`config.mk`:
```
export PLATFORM = sky130hd
export DESIGN_NAME = cfm_fault_monitor
export DESIGN_NICKNAME = d
export VERILOG_FILES = /design/src/cfm_pkg.sv /design/src/cfm_ms_tick.sv /design/src/cfm_hyst_flag.sv /design/src/cfm_fault_monitor.sv
export SDC_FILE = /design/constraint.sdc
export NUM_CORES = 1
export LEC_CHECK = 0
export BUFFER_PORTS_ARGS = -buffer_cell sky130_fd_sc_hd__buf_4
export CAP_MARGIN = 20
export CORE_MARGIN = 2
export CORE_UTILIZATION = 40
export CTS_BUF_LIST = sky130_fd_sc_hd__clkbuf_4
export CTS_CLUSTER_SIZE = 10
export DETAILED_ROUTE_END_ITERATION = 8
export GPL_TIMING_DRIVEN = 0
export HOLD_SLACK_MARGIN = 0.1
export PLACE_DENSITY = 0.61
export SYNTH_ARGS = -nofsm -noshare
export SYNTH_HDL_FRONTEND = slang
export SYNTH_SLANG_ARGS = --single-unit
```
`constraint.sdc`:
```
create_clock -name ref_clk -period 33.7 [get_ports ref_clk]
set_clock_uncertainty 0.15 [all_clocks]
set_input_delay 5.055 -clock ref_clk [delete_from_list [all_inputs] [get_ports ref_clk]]
set_output_delay 5.055 -clock ref_clk [all_outputs]
set_load 0.02 [all_outputs]
```
`src/cfm_pkg.sv`:
```
package cfm_pkg;

  // ----------------------------------------------------------------
  // register map
  // ----------------------------------------------------------------
  localparam logic [7:0] ADDR_PC1 = 8'h00;
  localparam logic [7:0] ADDR_STATUS = 8'h16;
  localparam logic [7:0] ADDR_CLS = 8'h20;
  localparam logic [7:0] ADDR_OPTIONS = 8'h21;
  localparam logic [7:0] ADDR_PG_DELAY = 8'h22;

  localparam logic [7:0] PC1_RESET = 8'h00;
  localparam logic [7:0] CLS_RESET = 8'h1B;
  localparam logic [7:0] OPT_RESET = 8'h00;
  localparam logic [7:0] PG_DELAY_RESET = 8'h00;
  localparam logic [7:0] STATUS_IDLE = 8'hFE;

  // protection_config_one fields
  localparam int PC1_TRE = 7;
  localparam int PC1_TRC = 5;
  localparam int PC1_OTC = 4;
  localparam int PC1_OCC = 3;
  localparam int PC1_UVC = 2;

  // protection_status fields, a set bit means no event
  localparam int ST_TW = 7;
  localparam int ST_PG = 6;
  localparam int ST_TR = 5;
  localparam int ST_OT = 4;
  localparam int ST_OC = 3;
  localparam int ST_UV = 2;
  localparam int ST_OV = 1;

  // current_limit_setting fields
  localparam int CLS_TCE = 4;
  localparam int CLS_SLOPE_LSB = 5;

  // monitor option fields
  localparam int OPT_PG_HI110 = 0;
  localparam int OPT_PG_LO95 = 1;
  localparam int OPT_UV_CRIT = 2;
  localparam int OPT_OT_CRIT = 3;
  localparam int OPT_PG_AT_CMD = 4;

  // ----------------------------------------------------------------
  // thresholds
  // ----------------------------------------------------------------
  localparam logic [7:0] TW_SET_C = 8'h78;
  localparam logic [7:0] TW_CLR_C = 8'h75;
  localparam logic [7:0] OT_TRIP_C = 8'h78;
  localparam logic [7:0] OT_RESTART_C = 8'h6E;
  localparam logic [7:0] PG_HI_LOW_PCT = 8'h69;
  localparam logic [7:0] PG_HI_HIGH_PCT = 8'h6E;
  localparam logic [7:0] PG_LO_LOW_PCT = 8'h5A;
  localparam logic [7:0] PG_LO_HIGH_PCT = 8'h5F;
  localparam logic [7:0] UV_PCT_DEFAULT = 8'h55;
  localparam logic [7:0] OC_BASE_PCT = 8'h25;
  localparam logic [7:0] OC_STEP_PCT = 8'h0A;
  localparam logic [7:0] OC_MAX_PCT = 8'h8C;
  localparam logic [3:0] OC_MAX_CODE = 4'hB;
  localparam logic [7:0] TC_ROOM_C = 8'h19;
  localparam int TC_SHIFT = 2;
  localparam logic [23:0] PCT_DIV = 24'h000064;
  localparam logic [15:0] TRACK_LIMIT_MV = 16'h00FA;

  // ----------------------------------------------------------------
  // timing
  // ----------------------------------------------------------------
  localparam int CLK_HZ = 50_000_000;
  localparam int MS_PER_S = 1000;
  localparam int CYC_PER_MS = CLK_HZ / MS_PER_S;
  localparam logic [7:0] PG_DELAY_MAX_MS = 8'h96;
  localparam logic [7:0] RETRY_MS = 8'h82;

  typedef enum logic [1:0] {
    PG_IDLE = 2'b00,
    PG_DELAY = 2'b01,
    PG_RELEASED = 2'b10,
    PG_HELD = 2'b11
  } cfm_pg_state_t;

endpackage

```
`src/cfm_ms_tick.sv`:
```
module cfm_ms_tick import cfm_pkg::*; #(
  parameter int CYCLES = CYC_PER_MS
) (
  input wire logic ref_clk, // system clock
  input wire logic rst,     // async reset, active high
  output logic tick         // one-cycle pulse per millisecond
);
  generate
    if (CYCLES < 2) begin : g_bad
      $error("cfm_ms_tick: CYCLES must be at least 2");
    end
  endgenerate

  logic [31:0] cnt;

  always_ff @(posedge ref_clk or posedge rst) begin
    if (rst) begin
      cnt <= 32'h00000000;
      tick <= 1'b0;
    end else if (cnt == 32'(CYCLES - 1)) begin
      cnt <= 32'h00000000;
      tick <= 1'b1;
    end else begin
      cnt <= cnt + 32'h00000001;
      tick <= 1'b0;
    end
  end
endmodule

```
`src/cfm_hyst_flag.sv`:
```
module cfm_hyst_flag (
  input wire logic ref_clk,           // system clock
  input wire logic rst,               // async reset, active high
  input wire logic sample,            // new measurement valid
  input wire logic [7:0] value,       // measurement
  input wire logic [7:0] set_above,   // set when value exceeds this
  input wire logic [7:0] clear_below, // clear when value drops below
  output logic flag                   // hysteresis output
);
  // the gap between the two limits keeps the flag from chattering
  always_ff @(posedge ref_clk or posedge rst) begin
    if (rst) begin
      flag <= 1'b0;
    end else if (sample && value > set_above) begin
      flag <= 1'b1;
    end else if (sample && value < clear_below) begin
      flag <= 1'b0;
    end
  end
endmodule

```
`src/cfm_fault_monitor.sv`:
```
// Summary of operation
// - warnings never turn the converter off
// - thermal warning above 120C, clears below 117C
// - power-good low outside selectable voltage window
// - power-good armed at steady state, delayed release
// - power-good warning pulls pin, clears status
// - external low on pin is a warning
// - pin drops at command or at ramp-down
// - voltage limits scale with present output setpoint
// - power-good stays active while margining
// - faults turn off; UV/OT style selectable
// - overcurrent above prebias trips both switches
// - low nibble selects overcurrent threshold percent
// - bit 4 enables temperature compensation of limit
// - top three bits select load-regulation slope
// - undervoltage in steady state, no overcurrent
// - overtemperature above 120C ramps output down, or turns both switches off when OT is critical
// - non-latching overtemperature restarts below 110C
// - tracking error over 250mV trips both switches
// - tracking check can be disabled
// - status zero means fault; write one clears latched faults
// - non-latching OC, UV and tracking faults retry every 130ms
// - protection config bit 7 enables tracking check
module cfm_fault_monitor import cfm_pkg::*; #(
  parameter int MS_TICK_CYCLES = CYC_PER_MS,
  parameter logic [15:0] IOUT_FULL_MA = 16'h4E20,
  parameter logic [7:0] UV_PCT = UV_PCT_DEFAULT
) (
  input wire logic ref_clk,           // 50 MHz system clock
  input wire logic rst,               // async reset, active high
  input wire logic [7:0] reg_addr,    // register address
  input wire logic [7:0] reg_wdata,   // register write data
  input wire logic reg_wr,            // register write strobe
  input wire logic reg_rd,            // register read strobe
  output logic [7:0] reg_rdata,       // read data, valid after reg_rd
  input wire logic sample_valid,      // new measurement set
  input wire logic [15:0] vout_mv,    // measured output voltage
  input wire logic [15:0] vset_mv,    // present setpoint incl margin
  input wire logic [15:0] vtarget_mv, // ramp target during ramp-up
  input wire logic [15:0] iout_ma,    // measured output current
  input wire logic [7:0] temp_c,      // controller temperature
  input wire logic power_on,          // converter commanded on
  input wire logic steady_state,      // output at its set level
  input wire logic ramping_up,        // output ramping up
  input wire logic ramping_down,      // output ramping down
  input wire logic above_prebias,     // output above prebias level
  input wire logic turn_off_cmd,      // turn-off command level
  input wire logic pg_in,             // level seen on power-good pin
  output logic pg_out,                // pin drive value, always low
  output logic pg_oe_n,               // low while pulling the pin
  output logic switches_off_now,      // both switches off at once
  output logic ramp_down_req,         // sequenced ramp-down request
  output logic restart_req,           // one-cycle restart pulse
  output logic [2:0] load_regulation_slope // slope code to regulator
);
  generate
    if (MS_TICK_CYCLES < 2) begin : g_bad_tick
      $error("cfm_fault_monitor: MS_TICK_CYCLES below 2");
    end
  endgenerate

  // ----------------------------------------------------------------
  // helpers
  // ----------------------------------------------------------------
  function automatic logic [15:0] pct_of(input logic [15:0] v,
                                         input logic [7:0] p);
    logic [23:0] prod;
    prod = 24'(v) * 24'(p);
    pct_of = 16'(prod / PCT_DIV);
  endfunction

  function automatic logic [7:0] oc_pct(input logic [3:0] code);
    logic [7:0] step;
    step = 8'(code) * OC_STEP_PCT;
    // codes past the top one hold the top limit
    if (code >= OC_MAX_CODE) begin
      oc_pct = OC_MAX_PCT;
    end else begin
      oc_pct = OC_BASE_PCT + step;
    end
  endfunction

  // ----------------------------------------------------------------
  // registers
  // ----------------------------------------------------------------
  logic [7:0] protection_config_one;
  logic [7:0] current_limit_setting;
  logic [7:0] monitor_options;
  logic [7:0] pg_delay_ms;
  logic [7:0] protection_status;
  logic wr_pc1, wr_cls, wr_opt, wr_dly, wr_st;

  assign wr_pc1 = reg_wr && reg_addr == ADDR_PC1;
  assign wr_cls = reg_wr && reg_addr == ADDR_CLS;
  assign wr_opt = reg_wr && reg_addr == ADDR_OPTIONS;
  assign wr_dly = reg_wr && reg_addr == ADDR_PG_DELAY;
  assign wr_st = reg_wr && reg_addr == ADDR_STATUS;

  always_ff @(posedge ref_clk or posedge rst) begin
    if (rst) begin
      protection_config_one <= PC1_RESET;
      current_limit_setting <= CLS_RESET;
      monitor_options <= OPT_RESET;
      pg_delay_ms <= PG_DELAY_RESET;
    end else begin
      if (wr_pc1) begin
        protection_config_one <= reg_wdata;
      end
      // whole byte is written; software keeps slope and comp bits
      if (wr_cls) begin
        current_limit_setting <= reg_wdata;
      end
      if (wr_opt) begin
        monitor_options <= reg_wdata;
      end
      if (wr_dly) begin
        pg_delay_ms <= reg_wdata;
      end
    end
  end

  always_ff @(posedge ref_clk or posedge rst) begin
    if (rst) begin
      reg_rdata <= 8'h00;
    end else if (reg_rd) begin
      case (reg_addr)
        ADDR_PC1: reg_rdata <= protection_config_one;
        ADDR_CLS: reg_rdata <= current_limit_setting;
        ADDR_OPTIONS: reg_rdata <= monitor_options;
        ADDR_PG_DELAY: reg_rdata <= pg_delay_ms;
        ADDR_STATUS: reg_rdata <= protection_status;
        default: reg_rdata <= 8'h00;
      endcase
    end
  end

  assign load_regulation_slope =
    current_limit_setting[CLS_SLOPE_LSB +: 3];

  logic tracking_check_enable, trc, otc, occ, uvc, uv_crit, ot_crit;
  assign tracking_check_enable = protection_config_one[PC1_TRE];
  assign trc = protection_config_one[PC1_TRC];
  assign otc = protection_config_one[PC1_OTC];
  assign occ = protection_config_one[PC1_OCC];
  assign uvc = protection_config_one[PC1_UVC];
  assign uv_crit = monitor_options[OPT_UV_CRIT];
  assign ot_crit = monitor_options[OPT_OT_CRIT];

  // ----------------------------------------------------------------
  // thresholds, voltage ones scaled from the live setpoint, current from IOUT_FULL_MA
  // ----------------------------------------------------------------
  logic [7:0] pg_hi_pct, pg_lo_pct, oc_lim_pct, tc_add;
  logic [15:0] pg_hi_mv, pg_lo_mv, uv_mv, oc_lim_ma, track_err;
  logic in_window;

  assign pg_hi_pct = monitor_options[OPT_PG_HI110] ? PG_HI_HIGH_PCT
                                                   : PG_HI_LOW_PCT;
  assign pg_lo_pct = monitor_options[OPT_PG_LO95] ? PG_LO_HIGH_PCT
                                                  : PG_LO_LOW_PCT;
  assign pg_hi_mv = pct_of(vset_mv, pg_hi_pct);
  assign pg_lo_mv = pct_of(vset_mv, pg_lo_pct);
  assign uv_mv = pct_of(vset_mv, UV_PCT);
  // follows vset_mv through margining moves as well
  assign in_window = vout_mv <= pg_hi_mv && vout_mv >= pg_lo_mv;

  // coarse copper compensation: limit rises above room temperature
  assign tc_add = (current_limit_setting[CLS_TCE] && temp_c > TC_ROOM_C)
                  ? 8'((temp_c - TC_ROOM_C) >> TC_SHIFT) : 8'h00;
  assign oc_lim_pct = oc_pct(current_limit_setting[3:0]) + tc_add;
  assign oc_lim_ma = pct_of(IOUT_FULL_MA, oc_lim_pct);

  assign track_err = vout_mv > vtarget_mv ? vout_mv - vtarget_mv
                                          : vtarget_mv - vout_mv;

  // ----------------------------------------------------------------
  // event detection on each sample
  // ----------------------------------------------------------------
  logic flt_oc, flt_uv, flt_ot, flt_tr;
  logic oc_evt, uv_evt, ot_evt, tr_evt, tw_flag, ms_tick;

  assign oc_evt = sample_valid && power_on && above_prebias
                  && iout_ma >= oc_lim_ma;
  assign uv_evt = sample_valid && power_on && steady_state
                  && vout_mv < uv_mv && !oc_evt && !flt_oc;
  assign ot_evt = sample_valid && temp_c > OT_TRIP_C;
  assign tr_evt = sample_valid && power_on && ramping_up && tracking_check_enable
                  && track_err > TRACK_LIMIT_MV;

  cfm_hyst_flag u_tw (
    .ref_clk(ref_clk),
    .rst(rst),
    .sample(sample_valid),
    .value(temp_c),
    .set_above(TW_SET_C),
    .clear_below(TW_CLR_C),
    .flag(tw_flag)
  );

  cfm_ms_tick #(.CYCLES(MS_TICK_CYCLES)) u_tick (
    .ref_clk(ref_clk),
    .rst(rst),
    .tick(ms_tick)
  );

  // ----------------------------------------------------------------
  // fault latches and retry
  // ----------------------------------------------------------------
  logic [7:0] retry_cnt;
  logic retry_busy, retry_fire, ot_recover;

  assign retry_busy = (flt_oc && !occ) || (flt_uv && !uvc)
                      || (flt_tr && !trc);
  assign retry_fire = retry_busy && ms_tick
                      && retry_cnt == RETRY_MS - 8'h01;
  assign ot_recover = flt_ot && !otc && sample_valid
                      && temp_c < OT_RESTART_C;

  always_ff @(posedge ref_clk or posedge rst) begin
    if (rst) begin
      retry_cnt <= 8'h00;
    end else if (!retry_busy || retry_fire) begin
      retry_cnt <= 8'h00;
    end else if (ms_tick) begin
      retry_cnt <= retry_cnt + 8'h01;
    end
  end

  // a new event wins over a clear in the same cycle
  always_ff @(posedge ref_clk or posedge rst) begin
    if (rst) begin
      flt_oc <= 1'b0;
    end else if (oc_evt) begin
      flt_oc <= 1'b1;
    end else if ((wr_st && reg_wdata[ST_OC] && occ)
                 || (retry_fire && !occ)) begin
      flt_oc <= 1'b0;
    end
  end

  always_ff @(posedge ref_clk or posedge rst) begin
    if (rst) begin
      flt_uv <= 1'b0;
    end else if (uv_evt) begin
      flt_uv <= 1'b1;
    end else if ((wr_st && reg_wdata[ST_UV] && uvc)
                 || (retry_fire && !uvc)) begin
      flt_uv <= 1'b0;
    end
  end

  always_ff @(posedge ref_clk or posedge rst) begin
    if (rst) begin
      flt_tr <= 1'b0;
    end else if (tr_evt) begin
      flt_tr <= 1'b1;
    end else if ((wr_st && reg_wdata[ST_TR] && trc)
                 || (retry_fire && !trc)) begin
      flt_tr <= 1'b0;
    end
  end

  always_ff @(posedge ref_clk or posedge rst) begin
    if (rst) begin
      flt_ot <= 1'b0;
    end else if (ot_evt) begin
      flt_ot <= 1'b1;
    end else if ((wr_st && reg_wdata[ST_OT] && otc) || ot_recover) begin
      flt_ot <= 1'b0;
    end
  end

  always_ff @(posedge ref_clk or posedge rst) begin
    if (rst) begin
      restart_req <= 1'b0;
    end else begin
      restart_req <= retry_fire || ot_recover;
    end
  end

  // warnings are left out of both shutdown paths on purpose
  assign switches_off_now = flt_oc || flt_tr || (flt_uv && uv_crit)
                            || (flt_ot && ot_crit);
  assign ramp_down_req = (flt_uv && !uv_crit)
                         || (flt_ot && !ot_crit);

  // ----------------------------------------------------------------
  // power-good pin
  // ----------------------------------------------------------------
  cfm_pg_state_t pg_state, next_pg_state;
  logic [7:0] pg_ms_cnt, pg_delay_eff;
  logic pg_drop;

  assign pg_delay_eff = pg_delay_ms > PG_DELAY_MAX_MS ? PG_DELAY_MAX_MS
                                                      : pg_delay_ms;
  assign pg_drop = !power_on || ramping_down
                   || (turn_off_cmd && monitor_options[OPT_PG_AT_CMD]);

  always_comb begin
    next_pg_state = pg_state;
    case (pg_state)
      PG_IDLE: begin
        if (!pg_drop && steady_state) begin
          next_pg_state = PG_DELAY;
        end
      end
      PG_DELAY: begin
        if (pg_drop) begin
          next_pg_state = PG_IDLE;
        end else if (pg_ms_cnt >= pg_delay_eff && in_window) begin
          next_pg_state = PG_RELEASED;
        end
      end
      PG_RELEASED: begin
        if (pg_drop) begin
          next_pg_state = PG_IDLE;
        end else if (!in_window || !pg_in) begin
          next_pg_state = PG_HELD;
        end
      end
      PG_HELD: begin
        if (pg_drop) begin
          next_pg_state = PG_IDLE;
        end else if (in_window) begin
          next_pg_state = PG_RELEASED;
        end
      end
      default: next_pg_state = PG_IDLE;
    endcase
  end

  always_ff @(posedge ref_clk or posedge rst) begin
    if (rst) begin
      pg_state <= PG_IDLE;
    end else begin
      pg_state <= next_pg_state;
    end
  end

  always_ff @(posedge ref_clk or posedge rst) begin
    if (rst) begin
      pg_ms_cnt <= 8'h00;
    end else if (pg_state != PG_DELAY) begin
      pg_ms_cnt <= 8'h00;
    end else if (ms_tick && pg_ms_cnt < PG_DELAY_MAX_MS) begin
      pg_ms_cnt <= pg_ms_cnt + 8'h01;
    end
  end

  // open collector: only ever pulls low, released means high impedance
  assign pg_out = 1'b0;
  assign pg_oe_n = pg_state == PG_RELEASED;

  // ----------------------------------------------------------------
  // status, low means active
  // ----------------------------------------------------------------
  always_comb begin
    protection_status = STATUS_IDLE;
    protection_status[ST_TW] = !tw_flag;
    protection_status[ST_PG] = pg_state != PG_HELD;
    protection_status[ST_TR] = !flt_tr;
    protection_status[ST_OT] = !flt_ot;
    protection_status[ST_OC] = !flt_oc;
    protection_status[ST_UV] = !flt_uv;
  end
endmodule

```
# --- After elaboration in Yosys (flattened, before gate mapping) ---
# Index checks and enable logic that the tools add are counted.
# Widths: inputs -> output; s select.
totals:
  register_bits: 97
  latchBits: 0
  ramBits: 0
  mem_bits_ro: 0
  in_bits: 100
  out_inout_bits: 16
  elab_cells: 181
  n_memories: 0
op_classes:
  add_sub_neg: 8
  multipliers: 5
  div: 4
  magnitude_cmp: 14
  n_eq_ne: 15
  shift: 0
  n_mux: 31
  bitwise_logic: 0
  n_reduce_logical: 88
op_table:
  columns: ["op", "n"]
  rows:
  - ["$div 23x7->24 const B", 2]
  - ["$div 24x7->24 const B", 2]
  - ["$mux 8", 6]
  - ["$logic_and 1x1->1", 46]
  - ["$mul 16x7->23", 2]
  - ["$pmux 8 s5", 1]
  - ["$add 32x1->32 const B", 1]
  - ["$eq 32x16->1 const B", 1]
  - ["$ge 16x16->1", 2]
  - ["$mux 32", 1]
  - ["$sub 16x16->16", 2]
  - ["$eq 8x6->1 const B", 3]
  - ["$mul 16x7->23 const B", 1]
  - ["$mul 10x8->18 const A", 1]
  - ["$logic_not 1->1", 17]
  - ["$add 8x1->8 const B", 2]
  - ["$gt 16x16->1", 1]
  - ["$gt 16x8->1 const B", 1]
  - ["$le 16x16->1", 1]
  - ["$lt 16x16->1", 1]
  - ["$lt 8x7->1 const B", 2]
  - ["$mux 16", 1]
  - ["$logic_or 1x1->1", 15]
  - ["$mux 2", 7]
  - ["26 further kinds", 46]

# --- Depth between registers and ports, before layout ---
logic_depth:
  depth_word: 12
  ltp_mapped: 117
  mapped_depth_nobuf: 108

# --- Hierarchy ---
# From an unflattened synthesis, not the netlist that was laid out.
unflattened:
  hier_cells: 4719
  hier_area_um2: 35006.1
by_module_without_submodules:
  columns: ["mod", "n_inst", "cells_per_inst", "area_each_um2", "seq_area_each_um2"]
  rows:
  - ["cfm_fault_monitor", 1, 4521, 33025.4, 1581.5]
  - ["cfm_ms_tick", 1, 142, 1552.7, 825.8]
  - ["cfm_hyst_flag", 1, 56, 427.9, 25.0]

# --- Worst setup path after synthesis ---
# Ideal clock, no wire load.
synth_path:
  path_kind: "input-to-reg"
  start: "in temp_c[4]"
  end: "reg flt_uv"
  setup_time_ns: 0.090
  t_arrival_ns: 27.435
  required_time_ns: 33.460
  setup_slack_ns: 6.025
  stages: 109
  n_path_buf: 8
  cell_sequence: "inv_1 nor3_1 o41ai_1 nor2b_1 ha_1 a21o_1 a21oi_1 o21bai_1 a21oi_1 inv_1 a21oi_1 nor2_1 nor3_1 a21oi_1 xor2_1 ha_1 fa_1 ha_1 (+73 left out) nand2b_1 a21oi_1 nor2b_1 o21ai_0 nand2b_1 a21oi_1 nor2b_1 o21ai_0 nand2b_1 a21oi_1 nor2b_1 o21ai_0 nand2b_1 a21oi_1 nor2_1 nor3_1 nand3_1 o221ai_1"
synth_via:
  elab_chain_cells: 12
  word_cells_on_any_way: 14
  classes_between: "add/sub (2); mul (1); div (1); order compare (2); mux (2); reduce/logical (6)"
synth_rtl:
  columns: ["item", "line_no", "rtl"]
  rows:
  - ["start, declared", "cfm_fault_monitor.sv:41", "input wire logic [7:0] temp_c,"]
  - ["$gt 8x5->1", "cfm_fault_monitor.sv:167", "assign tc_add = (current_limit_setting[CLS_TCE] && temp_c > TC_ROOM_C)"]
  - ["$logic_and 1x1->1", "cfm_fault_monitor.sv:167", null]
  - ["$mux 6 (*)", "cfm_fault_monitor.sv:168", "? 8'((temp_c - TC_ROOM_C) >> TC_SHIFT) : 8'h00;"]
  - ["$add 8x6->8 (*)", "cfm_fault_monitor.sv:169", "assign oc_lim_pct = oc_pct(current_limit_setting[3:0]) + tc_add;"]
  - ["$mul 10x8->18 (*)", "cfm_fault_monitor.sv:68", "prod = 24'(v) * 24'(p);"]
  - ["$div 23x7->24 (*)", "cfm_fault_monitor.sv:69", "pct_of = 16'(prod / PCT_DIV);"]
  - ["$ge 16x16->1 (*)", "cfm_fault_monitor.sv:182", "&& iout_ma >= oc_lim_ma;"]
  - ["$logic_and 1x1->1 (*)", "cfm_fault_monitor.sv:182", null]
  - ["$logic_not 1->1 (*)", "cfm_fault_monitor.sv:184", "&& vout_mv < uv_mv && !oc_evt && !flt_oc;"]
  - ["$logic_and 1x1->1 (*) (2 in a row)", "cfm_fault_monitor.sv:184", null]
  - ["$mux 1 or $reduce_bool 2->1 (tied branches)", null, null]
  - ["end signal, assigned", "cfm_fault_monitor.sv:242", "flt_uv <= 1'b0;"]
  - ["end signal, assigned", "cfm_fault_monitor.sv:244", "flt_uv <= 1'b1;"]
  - ["end signal, assigned", "cfm_fault_monitor.sv:247", "flt_uv <= 1'b0;"]
  - ["end, declared", "cfm_fault_monitor.sv:178", "logic flt_oc, flt_uv, flt_ot, flt_tr;"]
# Every way passes the cells marked *; elsewhere a longest branch is shown, timed or not.
# A chain may end at the register's enable or synchronous reset.

# --- Worst setup path after layout ---
layout_path:
  start: "in temp_c[0]"
  end: "reg flt_uv"
# The elaborated chain is that of the path after synthesis.

==> summary.md <==
| Metric | Value |
|---|---|
| Sequential fraction of the synthesis area | between 7 and 8% |
| Commonest cells in the netlist | inv_1, nor2_1, nand2_1, ha_1, a21oi_1 |
| CTS H-Tree Depth | 3 |
| Maximum clock path buffer count | 2 |
| Netlist Area Pre-Place | 0.0333 mm^2 |
| Synth Instances | 4463 |
| Detailed Route Iter0 Violations | 2437 |
| Synth top area cells | ha_1, fa_1, dfrtp_1, xnor2_1, inv_1 |
| Fin. max-slew vios | 0 |
| Critical Path AT | 31.84 ns |
| Most frequent CP cell | a21oi_1 |
| Seq. cell area | 0.00243 mm^2 |
| Endpoints failing hold | 0 |
| Crit Path Category | primary input to register |
| Total CTS buffers | 9 |
| Clock slew at reported path FFs | between 0.1 and 0.15 ns |
| Worst endpoint required time | about 34 ns |
| Worst path max stage delay | 0.54 ns |
| IO Pins | approximately 120 |
| RSZ-0062 raised after global routing | no |
| Final worst slack | 2.09 ns |
| Number of library cell types mapped by synthesis | roughly 140 |
| Place WS | 0.372 ns |
| Post-Syn Area per Cell | 7.47 um^2 |
| Worst min-delay path class | register to register |
| Clock Sinks | 97 |
| Port Buffer Count | approximately 110 |
| Initial antenna violation count | 7 |
| Residual DRC | 0 |
| DR WL/cell | 17.3 um |
| Crit Path Max Fanout | 10 |
| Via count | about 34000 |
| Setup TNS | 0 ns |
| Hold Path Stages | 1 |
| Post-synth top area share | 11.6% |
| CTS tree | yes |
| Layout cells sized above 1 | 9.16% |
| Root Buffer | clkbuf_4 |
| Part of the cycle the worst path needs | a little over nine tenths |
| Synthesis-to-layout area growth | 7.87% |
| Final setup violation count | 0 |
| Kind of end point of the critical path | register |
| Hpwl dp | approximately 81 mm |
| Crit start category | primary input |
| Status | finished clean |
| Cell taking the most area after synthesis | ha_1 |
| FFs w/ async S/R, synth | between 90% and 100% |
| Maxcap violations | 0 |
| Num rows | 105 |
| Worst Tran Pin Value | 1.13 ns |
| Die H | 293 um |
| FF-to-FF path depth | 108 |
| RR Startpoint | current_limit_setting[1] |
| DR pass1 iterations | 5 |
| DRT Wirelength | 98.4 mm |
| Effective utilization at floorplan | 40.5% |
| Post-synth EDFFs | 0 |
| Worst-Skew Late Latency | 0.46 ns |
| Die ar. | 0.0857 mm^2 |
| Warnings from Yosys | 0 |
| Yosys reg bits | 97 |
| Slowest CP cell | or4_1 |
| Most frequent cell after synthesis | inv_1 |
| Fill cells | 8565 |
| Cts hold-fix bufs | 0 |
| Die extent in x | 293 um |
| Hold path startpoint | u_tick.cnt[0] |
| Crit path from | temp_c[0] |
| Grt ovf | 0 |
| Worst slew margin | roughly a quarter |
| Main flop type after synthesis | dfrtp_1 |
| Area of the multi-input gates | 0.0289 mm^2 |
| Vias in the first global route | just over 30000 |
| Post-layout min period | between 30 and 40 ns |
| DRT antenna net count | 0 |
| Max Clk Rate | approximately 32 MHz |
| Placer congestion estimate | just over 0.9 |
| Final Net Count | between 5000 and 6000 |
| Core ar. | 0.0822 mm^2 |
| Total track usage | between 20% and 30% |
| First-pass GRT wire length | 162 mm |
| Largest net degree at the start of global routing | 63 |
| Vias per inst | 5.96 |
-- flip-flops by register name, indices dropped and copies added, names as in the netlist, 8 cells and up --
name	cells
protection_config_one	8
current_limit_setting	8
u_tick.cnt	32
monitor_options	8
reg_rdata	8
retry_cnt	8
pg_ms_cnt	8
pg_delay_ms	8
-- layer usage --
metal	up-vias	GRT usage, %	part of all wire, %
met5	-	0	0.058
met4	10	2.89	1.2
met3	89	1.71	4.6
met2	868	36.3	45
met1	16100	32.7	50
li1	16800	-	-
-- layout make-up --
class	instances	share of cell area [%]
multi-input combinational	3813	80.4
sequential	97	6.77
inverter	440	4.62
tap	1070	3.72
timing repair buffer	127	2.68
buffer	114	1.41
clock inverter	6	0.230
clock buffer	10	0.209
antenna	2	0.0139
-- cells in the final DEF, fill, tap and decap left out, types with 93 or more instances in the layout --
cell type,instances
dfrtp_1,93
nor3_1,134
buf_4,132
nor2_1,367
nand3_1,142
a21oi_1,272
inv_1,424
ha_1,309
nand2_1,345
xnor2_1,209
fa_1,144
xor2_1,95
o21ai_0,223
-- stage by stage --
step | instance area [um^2] | util (%) | std cells | hold slack, ns
after CTS | 35700 | 43.5 | 5668 | 0.349
final | 36000 | 43.7 | 5679 | 0.341
after floorplan | 33300 | - | 4464 | 0.297
after detailed placement | 35600 | 43.3 | 5652 | 0.331
after global routing | 36000 | 43.7 | 5678 | 0.361
after global placement | 35500 | 43.2 | 5646 | 0.315
-- what timing repair did --
action,in CTS,in global routing
gates resized for setup,0,22
buffers inserted,0,8
setup endpoints to repair,0,2
-- critical path: cells and delay by family --
family	cells	cell delay (ns)
buf+inv	19	3.01
simple gates	40	8.56
compound gates	38	9.21
mux	6	2.25
xor+xnor	3	0.72
fa+ha+maj	9	2.94
-- worst paths after layout --
kind | slack [ns] | endpoint
setup / recovery | 2.09 | flt_uv
hold / removal | 0.34 | u_tick.cnt[0]
setup reg to reg | 6.23 | flt_uv
hold reg to reg | 0.34 | u_tick.cnt[0]
max in group asynchronous | 28.27 | current_limit_setting[0]
min in group asynchronous | 4.44 | u_tw.flag
-- cells by family after synthesis --
logic type,Yosys count,synth area share (%)
adders and majority gates,469,20.7
buffers and inverters,554,6.49
other,1,0.0113
and+or+nand+nor,1516,23.0
xor gates and xnor gates,308,8.16
AOI/OAI and AO/OA,1367,29.4
muxes,151,4.96
DFF,97,7.30
Power is left out: the tool's default activity adds up to more than one toggle a clock period on the data nets, which glitch-free logic cannot reach.
